--- config.mk ---
export PLATFORM = sky130hd
export DESIGN_NAME = sac_adc_ctrl
export DESIGN_NICKNAME = d
export VERILOG_FILES = /design/src/sac_pkg.sv /design/src/sac_adc_ctrl.sv /design/src/sac_refresh_timer.sv /design/src/sac_sar_chan.sv
export SDC_FILE = /design/constraint.sdc
export NUM_CORES = 1
export LEC_CHECK = 0
export ABC_CLOCK_PERIOD_IN_PS = 2820
export BUFFER_PORTS_ARGS = -buffer_cell sky130_fd_sc_hd__buf_2
export CORE_MARGIN = 2
export CORE_UTILIZATION = 29
export DETAILED_ROUTE_END_ITERATION = 8
export HOLD_SLACK_MARGIN = 0.12
export PLACE_DENSITY_LB_ADDON = 0.3
export SLEW_MARGIN = 15
export SYNTH_ARGS = -nofsm -noshare
export SYNTH_HDL_FRONTEND = slang
export SYNTH_SLANG_ARGS = --single-unit
--- constraint.sdc ---
create_clock -name sys_clk -period 2.82 [get_ports sys_clk]
set_input_delay 0.564 -clock sys_clk [delete_from_list [all_inputs] [get_ports sys_clk]]
set_output_delay 0.564 -clock sys_clk [all_outputs]
set_load 0.05 [all_outputs]
--- src/sac_pkg.sv ---
// Shared constants and carrier types for the step-compare converter control.
// Assumes a single 25 MHz system clock that also serves as the oscillator.
package sac_pkg;

    // Channel and code geometry
    localparam int SAC_NUM_CH       = 4;
    localparam int SAC_CODE_W       = 6;
    localparam int SAC_NARROW_W     = 4;
    localparam int SAC_NARROW_STEPS = 16;
    localparam int SAC_WIDE_STEPS   = 64;
    // Narrow codes drive the shared 64-step ladder scaled up by this shift
    localparam int SAC_NARROW_SHIFT = $clog2(SAC_WIDE_STEPS / SAC_NARROW_STEPS);

    // Register map and field positions
    localparam logic [7:0] SAC_CTRL_ADDR    = 8'hA0;
    localparam int         SAC_ON_POS       = 7;
    localparam int         SAC_MODE_POS     = 6;
    localparam int         SAC_EN_LSB       = 0;
    localparam logic [7:0] SAC_RESULT_RESET = 8'h00;
    localparam logic [7:0] SAC_IDLE_RDATA   = 8'h00;

    // Timing: refresh periods in oscillator periods, settle time in ns
    localparam int SAC_CLK_NS             = 40;
    localparam int SAC_OSC_NS             = 40;
    localparam int SAC_REFRESH_NARROW_OSC = 6144;
    localparam int SAC_REFRESH_WIDE_OSC   = 12288;
    localparam int SAC_REFRESH_NARROW_CYC = (SAC_REFRESH_NARROW_OSC * SAC_OSC_NS) / SAC_CLK_NS;
    localparam int SAC_REFRESH_WIDE_CYC   = (SAC_REFRESH_WIDE_OSC * SAC_OSC_NS) / SAC_CLK_NS;
    localparam int SAC_SETTLE_NS          = 400;
    localparam int SAC_SETTLE_CYC         = (SAC_SETTLE_NS + SAC_CLK_NS - 1) / SAC_CLK_NS;
    localparam int SAC_TIMER_W            = 14;

    typedef struct packed {
        logic       converter_on;
        logic       resolution_select;
        logic [3:0] input_enable;
    } sac_ctrl_t;

    localparam sac_ctrl_t SAC_CTRL_RESET = '{converter_on: 1'b0, resolution_select: 1'b0,
                                             input_enable: 4'h0};

    typedef struct packed {
        logic       wr;
        logic       rd;
        logic [7:0] addr;
        logic [7:0] wdata;
    } sac_bus_req_t;

endpackage

--- src/sac_adc_ctrl.sv ---
// Converter control top: shared control/result address, refresh, channels.
// Assumes a single-cycle strobe register port and external ladder comparators.
//
// Functional notes
// - Refresh every 6144 oscillator periods in dual 4-bit, 12288 in 6-bit mode.
// - Reference steps are supply*N/16 in 4-bit mode, supply*N/64 in 6-bit mode.
// - Code is N with step N below pin and step N+1 above; 0-15 or 0-63.
// - Control bit 7 turns the converter on; cleared, no conversions occur.
// - Control bit 6 set selects one 6-bit converter on one of inputs 3..0.
// - Control bit 6 clear selects two 4-bit converters on inputs 1 and 0.
// - Control bits 3..0 enable input pins 3..0; write bits 5 and 4 ignored.
// - Dual mode read: channel 1 code in bits 7..4, channel 0 in 3..0.
// - Wide mode read: 6-bit code in bits 5..0, bits 7..6 meaningless.
// - Control and result share address A0h; reads never return control value.
`timescale 1ns/1ps
module sac_adc_ctrl #(
    parameter int REFRESH_NARROW_CYC = sac_pkg::SAC_REFRESH_NARROW_CYC,
    parameter int REFRESH_WIDE_CYC   = sac_pkg::SAC_REFRESH_WIDE_CYC,
    parameter int SETTLE_CYC         = sac_pkg::SAC_SETTLE_CYC
) (
    // Clock and reset
    input  wire logic                                     sys_clk,
    input  wire logic                                     resetn,
    // Register port
    input  wire sac_pkg::sac_bus_req_t                    bus_req,
    output logic [7:0]                                    rd_data,
    // Analog front end
    input  wire logic [sac_pkg::SAC_NUM_CH-1:0]           cmp_above,
    output logic [sac_pkg::SAC_NUM_CH-1:0]                pin_enable,
    output logic [sac_pkg::SAC_NUM_CH-1:0][5:0]           ref_code
);
    import sac_pkg::*;

    typedef enum logic {SAC_IDLE, SAC_CONV} sac_state_t;

    sac_state_t                  state_q, state_d;
    sac_ctrl_t                   ctrl_q, ctrl_d;
    logic [7:0]                  result_q, result_d;
    logic [7:0]                  rd_q, rd_d;
    logic [SAC_NUM_CH-1:0]       pend_q, pend_d;
    logic [SAC_NUM_CH-1:0]       active, start, done;
    logic [SAC_NUM_CH-1:0][5:0]  code;
    logic [1:0]                  sel;
    logic                        wr_hit, rd_hit, abort, tick, complete;

    // Lowest enabled input wins in wide mode; more than one is a software fault
    always_comb begin
        sel = 2'd0;
        for (int i = SAC_NUM_CH - 1; i >= 0; i--) begin
            if (ctrl_q.input_enable[i]) begin
                sel = 2'(i);
            end
        end
    end

    always_comb begin
        active = '0;
        if (!ctrl_q.converter_on) begin
            active = '0;
        end else if (ctrl_q.resolution_select) begin
            active[sel] = ctrl_q.input_enable[sel];
        end else begin
            active[1:0] = ctrl_q.input_enable[1:0];
        end
    end

    assign pin_enable = active;

    sac_refresh_timer #(
        .PERIOD_NARROW (REFRESH_NARROW_CYC),
        .PERIOD_WIDE   (REFRESH_WIDE_CYC),
        .CNT_W         (SAC_TIMER_W)
    ) u_timer (
        .sys_clk (sys_clk),
        .resetn  (resetn),
        .run     (ctrl_q.converter_on),
        .wide    (ctrl_q.resolution_select),
        .restart (abort),
        .tick    (tick)
    );

    genvar g;
    generate
        for (g = 0; g < SAC_NUM_CH; g++) begin : g_chan
            sac_sar_chan #(
                .SETTLE (SETTLE_CYC)
            ) u_chan (
                .sys_clk   (sys_clk),
                .resetn    (resetn),
                .start     (start[g]),
                .abort     (abort),
                .wide      (ctrl_q.resolution_select),
                .cmp_above (cmp_above[g]),
                .ref_code  (ref_code[g]),
                .code      (code[g]),
                .done      (done[g])
            );
        end
    endgenerate

    always_comb begin
        state_d  = state_q;
        ctrl_d   = ctrl_q;
        result_d = result_q;
        pend_d   = pend_q;
        start    = '0;
        complete = 1'b0;
        abort    = 1'b0;
        wr_hit   = bus_req.wr && (bus_req.addr == SAC_CTRL_ADDR);
        rd_hit   = bus_req.rd && (bus_req.addr == SAC_CTRL_ADDR);
        // Reads see only results, never the control bits
        rd_d     = rd_hit ? result_q : SAC_IDLE_RDATA;
        if (wr_hit) begin
            ctrl_d.converter_on      = bus_req.wdata[SAC_ON_POS];
            ctrl_d.resolution_select = bus_req.wdata[SAC_MODE_POS];
            ctrl_d.input_enable      = bus_req.wdata[SAC_EN_LSB +: SAC_NUM_CH];
            // Any control write restarts the round so a result never mixes two settings
            abort = 1'b1;
        end
        case (state_q)
            SAC_IDLE: begin
                if (tick && !abort && (active != '0)) begin
                    start   = active;
                    pend_d  = active;
                    state_d = SAC_CONV;
                end
            end
            SAC_CONV: begin
                pend_d = pend_q & ~done;
                if (abort) begin
                    pend_d  = '0;
                    state_d = SAC_IDLE;
                end else if (pend_d == '0) begin
                    complete = 1'b1;
                    state_d  = SAC_IDLE;
                    if (ctrl_q.resolution_select) begin
                        result_d = {2'b00, code[sel]};
                    end else begin
                        if (active[1]) begin
                            result_d[7:4] = code[1][SAC_NARROW_W-1:0];
                        end
                        if (active[0]) begin
                            result_d[3:0] = code[0][SAC_NARROW_W-1:0];
                        end
                    end
                end
            end
            default: begin
                pend_d  = '0;
                state_d = SAC_IDLE;
            end
        endcase
    end

    always_ff @(posedge sys_clk) begin
        if (!resetn) begin
            state_q  <= SAC_IDLE;
            ctrl_q   <= SAC_CTRL_RESET;
            result_q <= SAC_RESULT_RESET;
            rd_q     <= SAC_IDLE_RDATA;
            pend_q   <= '0;
        end else begin
            state_q  <= state_d;
            ctrl_q   <= ctrl_d;
            result_q <= result_d;
            rd_q     <= rd_d;
            pend_q   <= pend_d;
        end
    end

    assign rd_data = rd_q;

    // Helper: cycles since the last tick, for the period check
    logic [SAC_TIMER_W-1:0] gap_q;
    logic                   seen_q;

    always_ff @(posedge sys_clk) begin
        if (!resetn || abort || !ctrl_q.converter_on) begin
            gap_q  <= '0;
            seen_q <= 1'b0;
        end else if (tick) begin
            gap_q  <= '0;
            seen_q <= 1'b1;
        end else begin
            gap_q  <= gap_q + SAC_TIMER_W'(1);
        end
    end
endmodule

--- src/sac_refresh_timer.sv ---
// Refresh period timer: one tick per period, period chosen by resolution.
// Assumes the caller restarts it whenever the mode may have changed.
`timescale 1ns/1ps
module sac_refresh_timer #(
    parameter int PERIOD_NARROW = sac_pkg::SAC_REFRESH_NARROW_CYC,
    parameter int PERIOD_WIDE   = sac_pkg::SAC_REFRESH_WIDE_CYC,
    parameter int CNT_W         = sac_pkg::SAC_TIMER_W
) (
    // Clock and reset
    input  wire logic sys_clk,
    input  wire logic resetn,
    // Control
    input  wire logic run,
    input  wire logic wide,
    input  wire logic restart,
    // Event
    output logic      tick
);
    import sac_pkg::*;

    logic [CNT_W-1:0] cnt_q;
    logic [CNT_W-1:0] cnt_d;
    logic [CNT_W-1:0] last;
    logic             tick_q;
    logic             tick_d;

    always_comb begin
        last   = wide ? CNT_W'(PERIOD_WIDE - 1) : CNT_W'(PERIOD_NARROW - 1);
        cnt_d  = cnt_q + CNT_W'(1);
        tick_d = 1'b0;
        if (!run || restart) begin
            cnt_d = '0;
        end else if (cnt_q == last) begin
            cnt_d  = '0;
            tick_d = 1'b1;
        end
    end

    always_ff @(posedge sys_clk) begin
        if (!resetn) begin
            cnt_q  <= '0;
            tick_q <= 1'b0;
        end else begin
            cnt_q  <= cnt_d;
            tick_q <= tick_d;
        end
    end

    assign tick = tick_q;

endmodule

--- src/sac_sar_chan.sv ---
// One successive-approximation channel driving a 64-step supply ladder.
// Assumes cmp_above is high when the pin sits above the ladder output.
`timescale 1ns/1ps
module sac_sar_chan #(
    parameter int SETTLE = sac_pkg::SAC_SETTLE_CYC
) (
    // Clock and reset
    input  wire logic       sys_clk,
    input  wire logic       resetn,
    // Control
    input  wire logic       start,
    input  wire logic       abort,
    input  wire logic       wide,
    // Analog front end
    input  wire logic       cmp_above,
    output logic [5:0]      ref_code,
    // Result
    output logic [5:0]      code,
    output logic            done
);
    import sac_pkg::*;

    localparam int SET_W = $clog2(SETTLE + 1);

    typedef enum logic {SAC_S_IDLE, SAC_S_TRIAL} sac_sar_st_t;

    sac_sar_st_t      st_q, st_d;
    logic [5:0]       acc_q, acc_d, mask_q, mask_d, ref_q, ref_d, code_q, code_d;
    logic [5:0]       trial, acc_new, nxt;
    logic [SET_W-1:0] settle_q, settle_d;
    logic             wide_q, wide_d, done_q, done_d;

    always_comb begin
        st_d     = st_q;
        acc_d    = acc_q;
        mask_d   = mask_q;
        settle_d = settle_q;
        wide_d   = wide_q;
        code_d   = code_q;
        done_d   = 1'b0;
        trial    = acc_q | mask_q;
        acc_new  = cmp_above ? trial : acc_q;
        case (st_q)
            SAC_S_IDLE: begin
                if (start) begin
                    acc_d    = 6'h00;
                    mask_d   = wide ? 6'h20 : 6'h08;
                    settle_d = SET_W'(SETTLE - 1);
                    wide_d   = wide;
                    st_d     = SAC_S_TRIAL;
                end
            end
            SAC_S_TRIAL: begin
                if (abort) begin
                    // Drop the trial too, so the ladder rests at zero while idle
                    acc_d  = 6'h00;
                    mask_d = 6'h00;
                    st_d   = SAC_S_IDLE;
                end else if (settle_q != '0) begin
                    settle_d = settle_q - SET_W'(1);
                end else if (mask_q == 6'h01) begin
                    code_d = acc_new;
                    done_d = 1'b1;
                    acc_d  = 6'h00;
                    mask_d = 6'h00;
                    st_d   = SAC_S_IDLE;
                end else begin
                    acc_d    = acc_new;
                    mask_d   = mask_q >> 1;
                    settle_d = SET_W'(SETTLE - 1);
                end
            end
            default: st_d = SAC_S_IDLE;
        endcase
        nxt   = acc_d | mask_d;
        // Narrow step N lands on ladder step 4N, i.e. supply*N/16
        ref_d = wide_d ? nxt : 6'(nxt << SAC_NARROW_SHIFT);
    end

    always_ff @(posedge sys_clk) begin
        if (!resetn) begin
            st_q     <= SAC_S_IDLE;
            acc_q    <= 6'h00;
            mask_q   <= 6'h00;
            settle_q <= '0;
            wide_q   <= 1'b0;
            ref_q    <= 6'h00;
            code_q   <= 6'h00;
            done_q   <= 1'b0;
        end else begin
            st_q     <= st_d;
            acc_q    <= acc_d;
            mask_q   <= mask_d;
            settle_q <= settle_d;
            wide_q   <= wide_d;
            ref_q    <= ref_d;
            code_q   <= code_d;
            done_q   <= done_d;
        end
    end

    assign ref_code = ref_q;
    assign code     = code_q;
    assign done     = done_q;

endmodule

; ---- Word-level counts from Yosys, hierarchy flattened
; Cells that the tools add are included.
[classes]
reduce_logical = 37
muxes = 129
n_bitwise = 22
magnitude_cmp = 2
n_eq_ne = 19
n_addsub = 5
[op_table]
columns = operator, count
row1 = 6-bit 2-to-1 mux, 38
row2 = 6-bit case mux with 2 select lines, 8
row3 = 4-bit 2-to-1 mux, 23
row4 = 6-bit bitwise OR, 8
row5 = 4-bit case mux with 2 select lines, 5
row6 = 1-bit 2-to-1 mux, 35
row7 = "6-bit by 1-bit == test with 1-bit output, second input constant", 4
row8 = 4-bit AND reduction, 6
row9 = 5-bit 2-to-1 mux, 4
row10 = 4-bit nonzero test, 5
row11 = "2-bit != test, second input constant", 9
row12 = 4-bit OR reduction, 4
row13 = "4-bit by 1-bit subtractor with 4-bit output, second input constant", 4
row14 = "14-bit by 1-bit adder with 14-bit output, second input constant", 1
row15 = 14-bit == test, 1
row16 = 14-bit 2-to-1 mux, 1
row17 = 6-bit binary-select mux with 2-bit select, 1
row18 = 2-bit 2-to-1 mux, 6
row19 = "3-bit != test, second input constant", 4
row20 = 3-bit AND reduction, 4
row21 = 1-bit NOT, 11
row22 = 1-bit case mux with 2 select lines, 5
row23 = 2-bit AND reduction, 5
row24 = 4-bit bitwise AND, 2
row25 = 14 further kinds, 20
[totals]
wordCells = 260
out_inout_bits = 36
reg_bits = 166

; ---- Depth between registers and ports, before layout
[logic_depth]
ltp_word = 19
depth_mapped = 9
depth_no_buf = 8

; ---- Modules after synthesis
; Synthesis repeated with hierarchy kept, for this count alone.
[unflattened]
hier_cells = 796
area_unflattened_um2 = 7448.4
[by_module_without_submodules]
columns = mod, n_inst, area_per_inst_um2, seq_area_each_um2, cells_each
row1 = sac_sar_chan, 4, 1328.8, 620.6, 136
row2 = sac_adc_ctrl, 1, 1497.7, 540.5, 181
row3 = sac_refresh_timer, 1, 635.6, 300.3, 71

; ---- Worst setup path before layout
; OpenSTA, ideal clock, no wires.
[synth_timing]
path_type = input port to flip-flop
startpoint = input port bus_req[9] (netlist name)
endpoint = register g_chan[3].u_chan.ref_q[3]
path_buffers = 2
path_stages = 8
t_arrival_ns = 2.575
setup_slack_ns = 0.123
path_cell_list = or4_1 -> buf_2 -> o31ai_4 -> nor2b_2 -> buf_6 -> or2_1 -> a22o_1 -> o311a_1
[synth_via]
elab_chain_cells = 12
word_cells_on_any_way = 18
[synth_lines]
columns = element, line
row1 = start: declaration, sac_adc_ctrl.sv:25  ; input wire sac_pkg::sac_bus_req_t bus_req,
row2 = 8-bit == test *, sac_adc_ctrl.sv:109  ; wr_hit = bus_req.wr && (bus_req.addr == SAC_CTRL_ADDR);
row3 = 1-bit logical AND *, sac_adc_ctrl.sv:109
row4 = 1-bit 2-to-1 mux *, sac_adc_ctrl.sv:113  ; if (wr_hit) begin
row5 = 1-bit zero test, sac_adc_ctrl.sv:122  ; if (tick && !abort && (active != '0)) begin
row6 = 1-bit logical AND (2 in a row), sac_adc_ctrl.sv:122
row7 = 4-bit 2-to-1 mux, sac_adc_ctrl.sv:122
row8 = 4-bit 2-to-1 mux, sac_adc_ctrl.sv:120  ; case (state_q)
row9 = 6-bit 2-to-1 mux, sac_sar_chan.sv:45  ; if (start) begin
row10 = 6-bit case mux with 2 select lines, sac_sar_chan.sv:43  ; case (st_q)
row11 = 6-bit bitwise OR, sac_sar_chan.sv:75  ; nxt = acc_d | mask_d;
row12 = 6-bit 2-to-1 mux *, sac_sar_chan.sv:77  ; ref_d = wide_d ? nxt : 6'(nxt << SAC_NARROW_SHIFT);
row13 = end signal: assignment, sac_sar_chan.sv:96  ; ref_q <= ref_d;
row14 = end: declaration, sac_sar_chan.sv:28  ; logic [5:0] acc_q, acc_d, mask_q, mask_d, ref_q, ref_d, code_q, code_d;
; Every way passes the cells marked *; elsewhere a longest branch is shown, timed or not.
; A chain may end at the register's enable or synchronous reset.

; ---- Worst setup path after layout
[layout_timing]
startpoint = register g_chan[0].u_chan.settle_q[0]
endpoint = register g_chan[0].u_chan.ref_q[2]
[layout_via]
elab_chain_cells = 6
word_cells_on_any_way = 9
[layout_lines]
columns = element, line
row1 = start: declaration, sac_sar_chan.sv:30  ; logic [SET_W-1:0] settle_q, settle_d;
row2 = start signal: assignment, sac_sar_chan.sv:94  ; settle_q <= settle_d;
row3 = 4-bit nonzero test *, sac_sar_chan.sv:59  ; end else if (settle_q != '0) begin
row4 = 6-bit 2-to-1 mux, sac_sar_chan.sv:59
row5 = 6-bit 2-to-1 mux, sac_sar_chan.sv:54  ; if (abort) begin
row6 = 6-bit case mux with 2 select lines, sac_sar_chan.sv:43
row7 = 6-bit bitwise OR *, sac_sar_chan.sv:75
row8 = 6-bit 2-to-1 mux *, sac_sar_chan.sv:77
row9 = end signal: assignment, sac_sar_chan.sv:96
row10 = end: declaration, sac_sar_chan.sv:28
; Marked as above.

==> results.yml <==
global_routing:
  grt_pass1_wl_mm: 31.35
  grt_max_degree: 32
  grt_antenna_before_repair: 0
  grt_usage_pct: 15.02
  first_global_vias: 6011
  grt-ovfl-total: 0
clock_network:
  postCtsResizedCells: 0
  clk_pin_slew_ns: 0.07
  ctsLongestPathBuffers: 2
  cts_buffers: 17
  htree_levels: 4
  cts_tree: "built"
  hold_buffers: 0
  post_cts_buffers: 0
  clock-root-buffer: "clkbuf_16"
  clock_latency_ns: 0.44
  cts.sinks: 166
route:
  ant_nets: 0
  postRouteWirelength_mm: 19.31
  drc_errors: 0
  viasPerCell: 5.012
  vias: 6345
  wl_per_cell_um: 15.26
  initialDrtViolationCount: 440
  dr.pass1.iters: 7
floorplan:
  ios: 60
  initial_core_util_pct: 29.57
  fp.dieW_um: 161.5
  rows: 57
  dieHeight_um: 161.5
  core-area_mm2: 0.02432
  die-area_mm2: 0.02608
layout:
  final_common_cell: "dfxtp_1"
  num_antenna_cells: 0
  ff_latch_area_mm2: 0.003323
  multi_input_area_mm2: 0.003583
  syn_to_final_growth_pct: 20.18
  nets: 962
  final_area_mm2: 0.008643
  layout_common_cells: "166 x dfxtp_1, 127 x nor2_1, 82 x a21oi_1, 63 x nand2_1, 57 x buf_2"
  stdcell_count: 1266
  drive_above_1_share_pct: 15.71
  fillers: 2505
placement:
  place_area_mm2: 0.008073
  place_congestion: 0.8277
  dp.cells: 1234
  portBuffers: 57
  dp_hpwl_mm: 14.01
pwr:
  power_leakage_nw: 3.232
  max-vdd-ir-drop_mv: 0.3692
  pwr_density_cell_mw_per_mm2: 542.0
timing:
  timing.final.max_slew_violations: 0
  worst_pin_slew_ns: 0.9903
  setup_violations: 0
  min_period_over_period_pct: 90.68
  fin_setup_tns_ns: 0
  post-route-min-period_ns: 2.557
  max_freq_ghz: 0.3910
  finClkSkew_ns: 0.01278
  hold_viol: 0
  rsz0062_at_grt: "false"
  relSlewSlack_pct: 33.91
synth:
  synth_edf_count: 0
  synth_adder_area_share_pct: 1.566
  synthSimpleGateAreaFrac_pct: 22.15
  synth_top_area_cell: "dfxtp_1"
  syn_area_mm2: 0.007192
  synth_compound_area_share_pct: 22.55
  syn_nets: 887
  avgSynthCellArea_um2: 8.421
  yosys_register_bits: 166
  yosys-top-cells-area: "dfxtp_1 46%, nor2_1 6.6%, a21oi_1 5.7%"
  synth_top_area_share_pct: 46.21
  synthFlopType: "dfxtp_1"
  synth-xor-area-share_pct: 1.461
  synthArstFlopShare_pct: 0
  syn_inst: 854
  netlist-cell-type-count: 68
  ys_seq_area_share_pct: 46.21
  muxShareOfSynthArea_pct: 2.035
  synth_top_family_by_area: "compound AO/OA/AOI/OAI gates"
  synth_warnings: 0
worst_setup_path:
  worst_setup_path_start_kind: "flop"
  cp_top_family: "compound AO/OA/AOI/OAI gates"
  cpPeakStageDelay_ns: 0.57
  crit_type: "reg2reg"
  path_buf_inv: 1
  required_ns: 3.16
  cp_max_fo: 4
  worstPathCellList: "inv_1 -> ha_1 -> or3b_2 -> a311oi_1 -> a21oi_1 -> a21oi_1 -> nor3_1 -> a311oi_1"
  end_kind: "flop"
  r2r_slack_ns: 0.26
  crit_arrival_ns: 2.90
  critical_path.slowest_cell: "a311oi_1"
run_status:
  status: "complete, no violations"
hold_path:
  hold_class: "in2reg"
flow_run:
  cap_viol_max_count: 0
[path summary, 6_finish.rpt]
path | startpoint | to | cells past startpoint
worst max-delay path | g_chan[0].u_chan.settle_q[0] | g_chan[0].u_chan.ref_code[2] | 8
worst min register to register | result_q[2] | result_q[2] | 2
worst max register to register | g_chan[0].u_chan.settle_q[0] | g_chan[0].u_chan.ref_code[2] | 8
worst min-delay path | bus_req[6] | ctrl_q[4] | 3
[registers in the layout (all words and copies together) (netlist names)]
signal,count
rd_data,8
pend_q,4
g_chan.u_chan.st_q,4
ctrl_q,6
g_chan.u_chan.settle_q,16
g_chan.u_chan.wide_q,4
g_chan.u_chan.mask_q,24
g_chan.u_chan.acc_q,24
result_q,8
state_q,1
g_chan.u_chan.ref_code,24
u_timer.tick,1
g_chan.u_chan.done,4
u_timer.cnt_q,14
g_chan.u_chan.code,24
[logic make-up after synthesis]
| kind of cell | after synthesis |
|---|---|
| AOI/OAI and AO/OA | 246 |
| xor gates and xnor gates | 12 |
| adders and majority gates | 9 |
| buffers and inverters | 75 |
| DFF | 166 |
| muxes | 14 |
| and+or+nand+nor | 332 |
[layout make-up]
type / count / share of cell area (%)
Clock buffer: 20 / 5.168
Tap cell: 324 / 4.690
Timing Repair Buffer: 103 / 7.585
Multi-Input combinational cell: 613 / 41.46
Clock inverter: 12 / 1.433
Sequential cell: 166 / 38.45
Inverter: 28 / 1.216
[power by group]
part	switching, W	internal, W	total, W
registers	0.0000000772	0.00234	0.00234
logic	0.0000624	0.0000270	0.0000894
clock network	0.000999	0.00125	0.00225
total	0.00106	0.00362	0.00468
[Yosys cell counts (6+ instances only)]
master / n
o22ai_1: 12
nor3_1: 26
mux2i_1: 9
inv_1: 27
nand4_1: 8
o21ai_0: 34
nand2b_1: 6
a21oi_1: 82
nand2_1: 63
xor2_1: 7
clkbuf_1: 41
nand3_1: 23
nor2_1: 127
a22o_1: 8
and2_1: 21
dfxtp_1: 166
a211oi_1: 29
a22oi_1: 10
a31oi_1: 11
nor2b_1: 10
o311a_1: 6
and3_1: 14
ha_1: 9
[worst register-to-register path, cell delays in order, from the launching register on]
cell      delay [ns]
dfxtp_1         0.34
inv_1           0.09
ha_1            0.17
or3b_2          0.52
a311oi_1        0.57
a21oi_1         0.15
a21oi_1         0.30
nor3_1          0.09
a311oi_1        0.25
[routing by layer]
layer	global-route usage, %	part of all wire (%)
met2	22.77	44
met1	21.16	51
met3	2.773	3.9
met4	5.722	1.7
met5	0	0
[metrics by stage]
step,power [W],utilization [%],hold WS [ns],worst slack (ns)
after floorplan,0.002440,-,0.4179,0.1232
after global placement,0.002486,33.19,0.4348,0.05745
after detailed placement,0.002486,33.19,0.4439,0.02853
after CTS,0.004744,35.54,0.3600,0.2643
after global routing,0.004833,35.54,0.3809,0.1547
final,0.004684,35.54,0.3781,0.2627
Note: power is estimated with default switching activity, not from simulation.
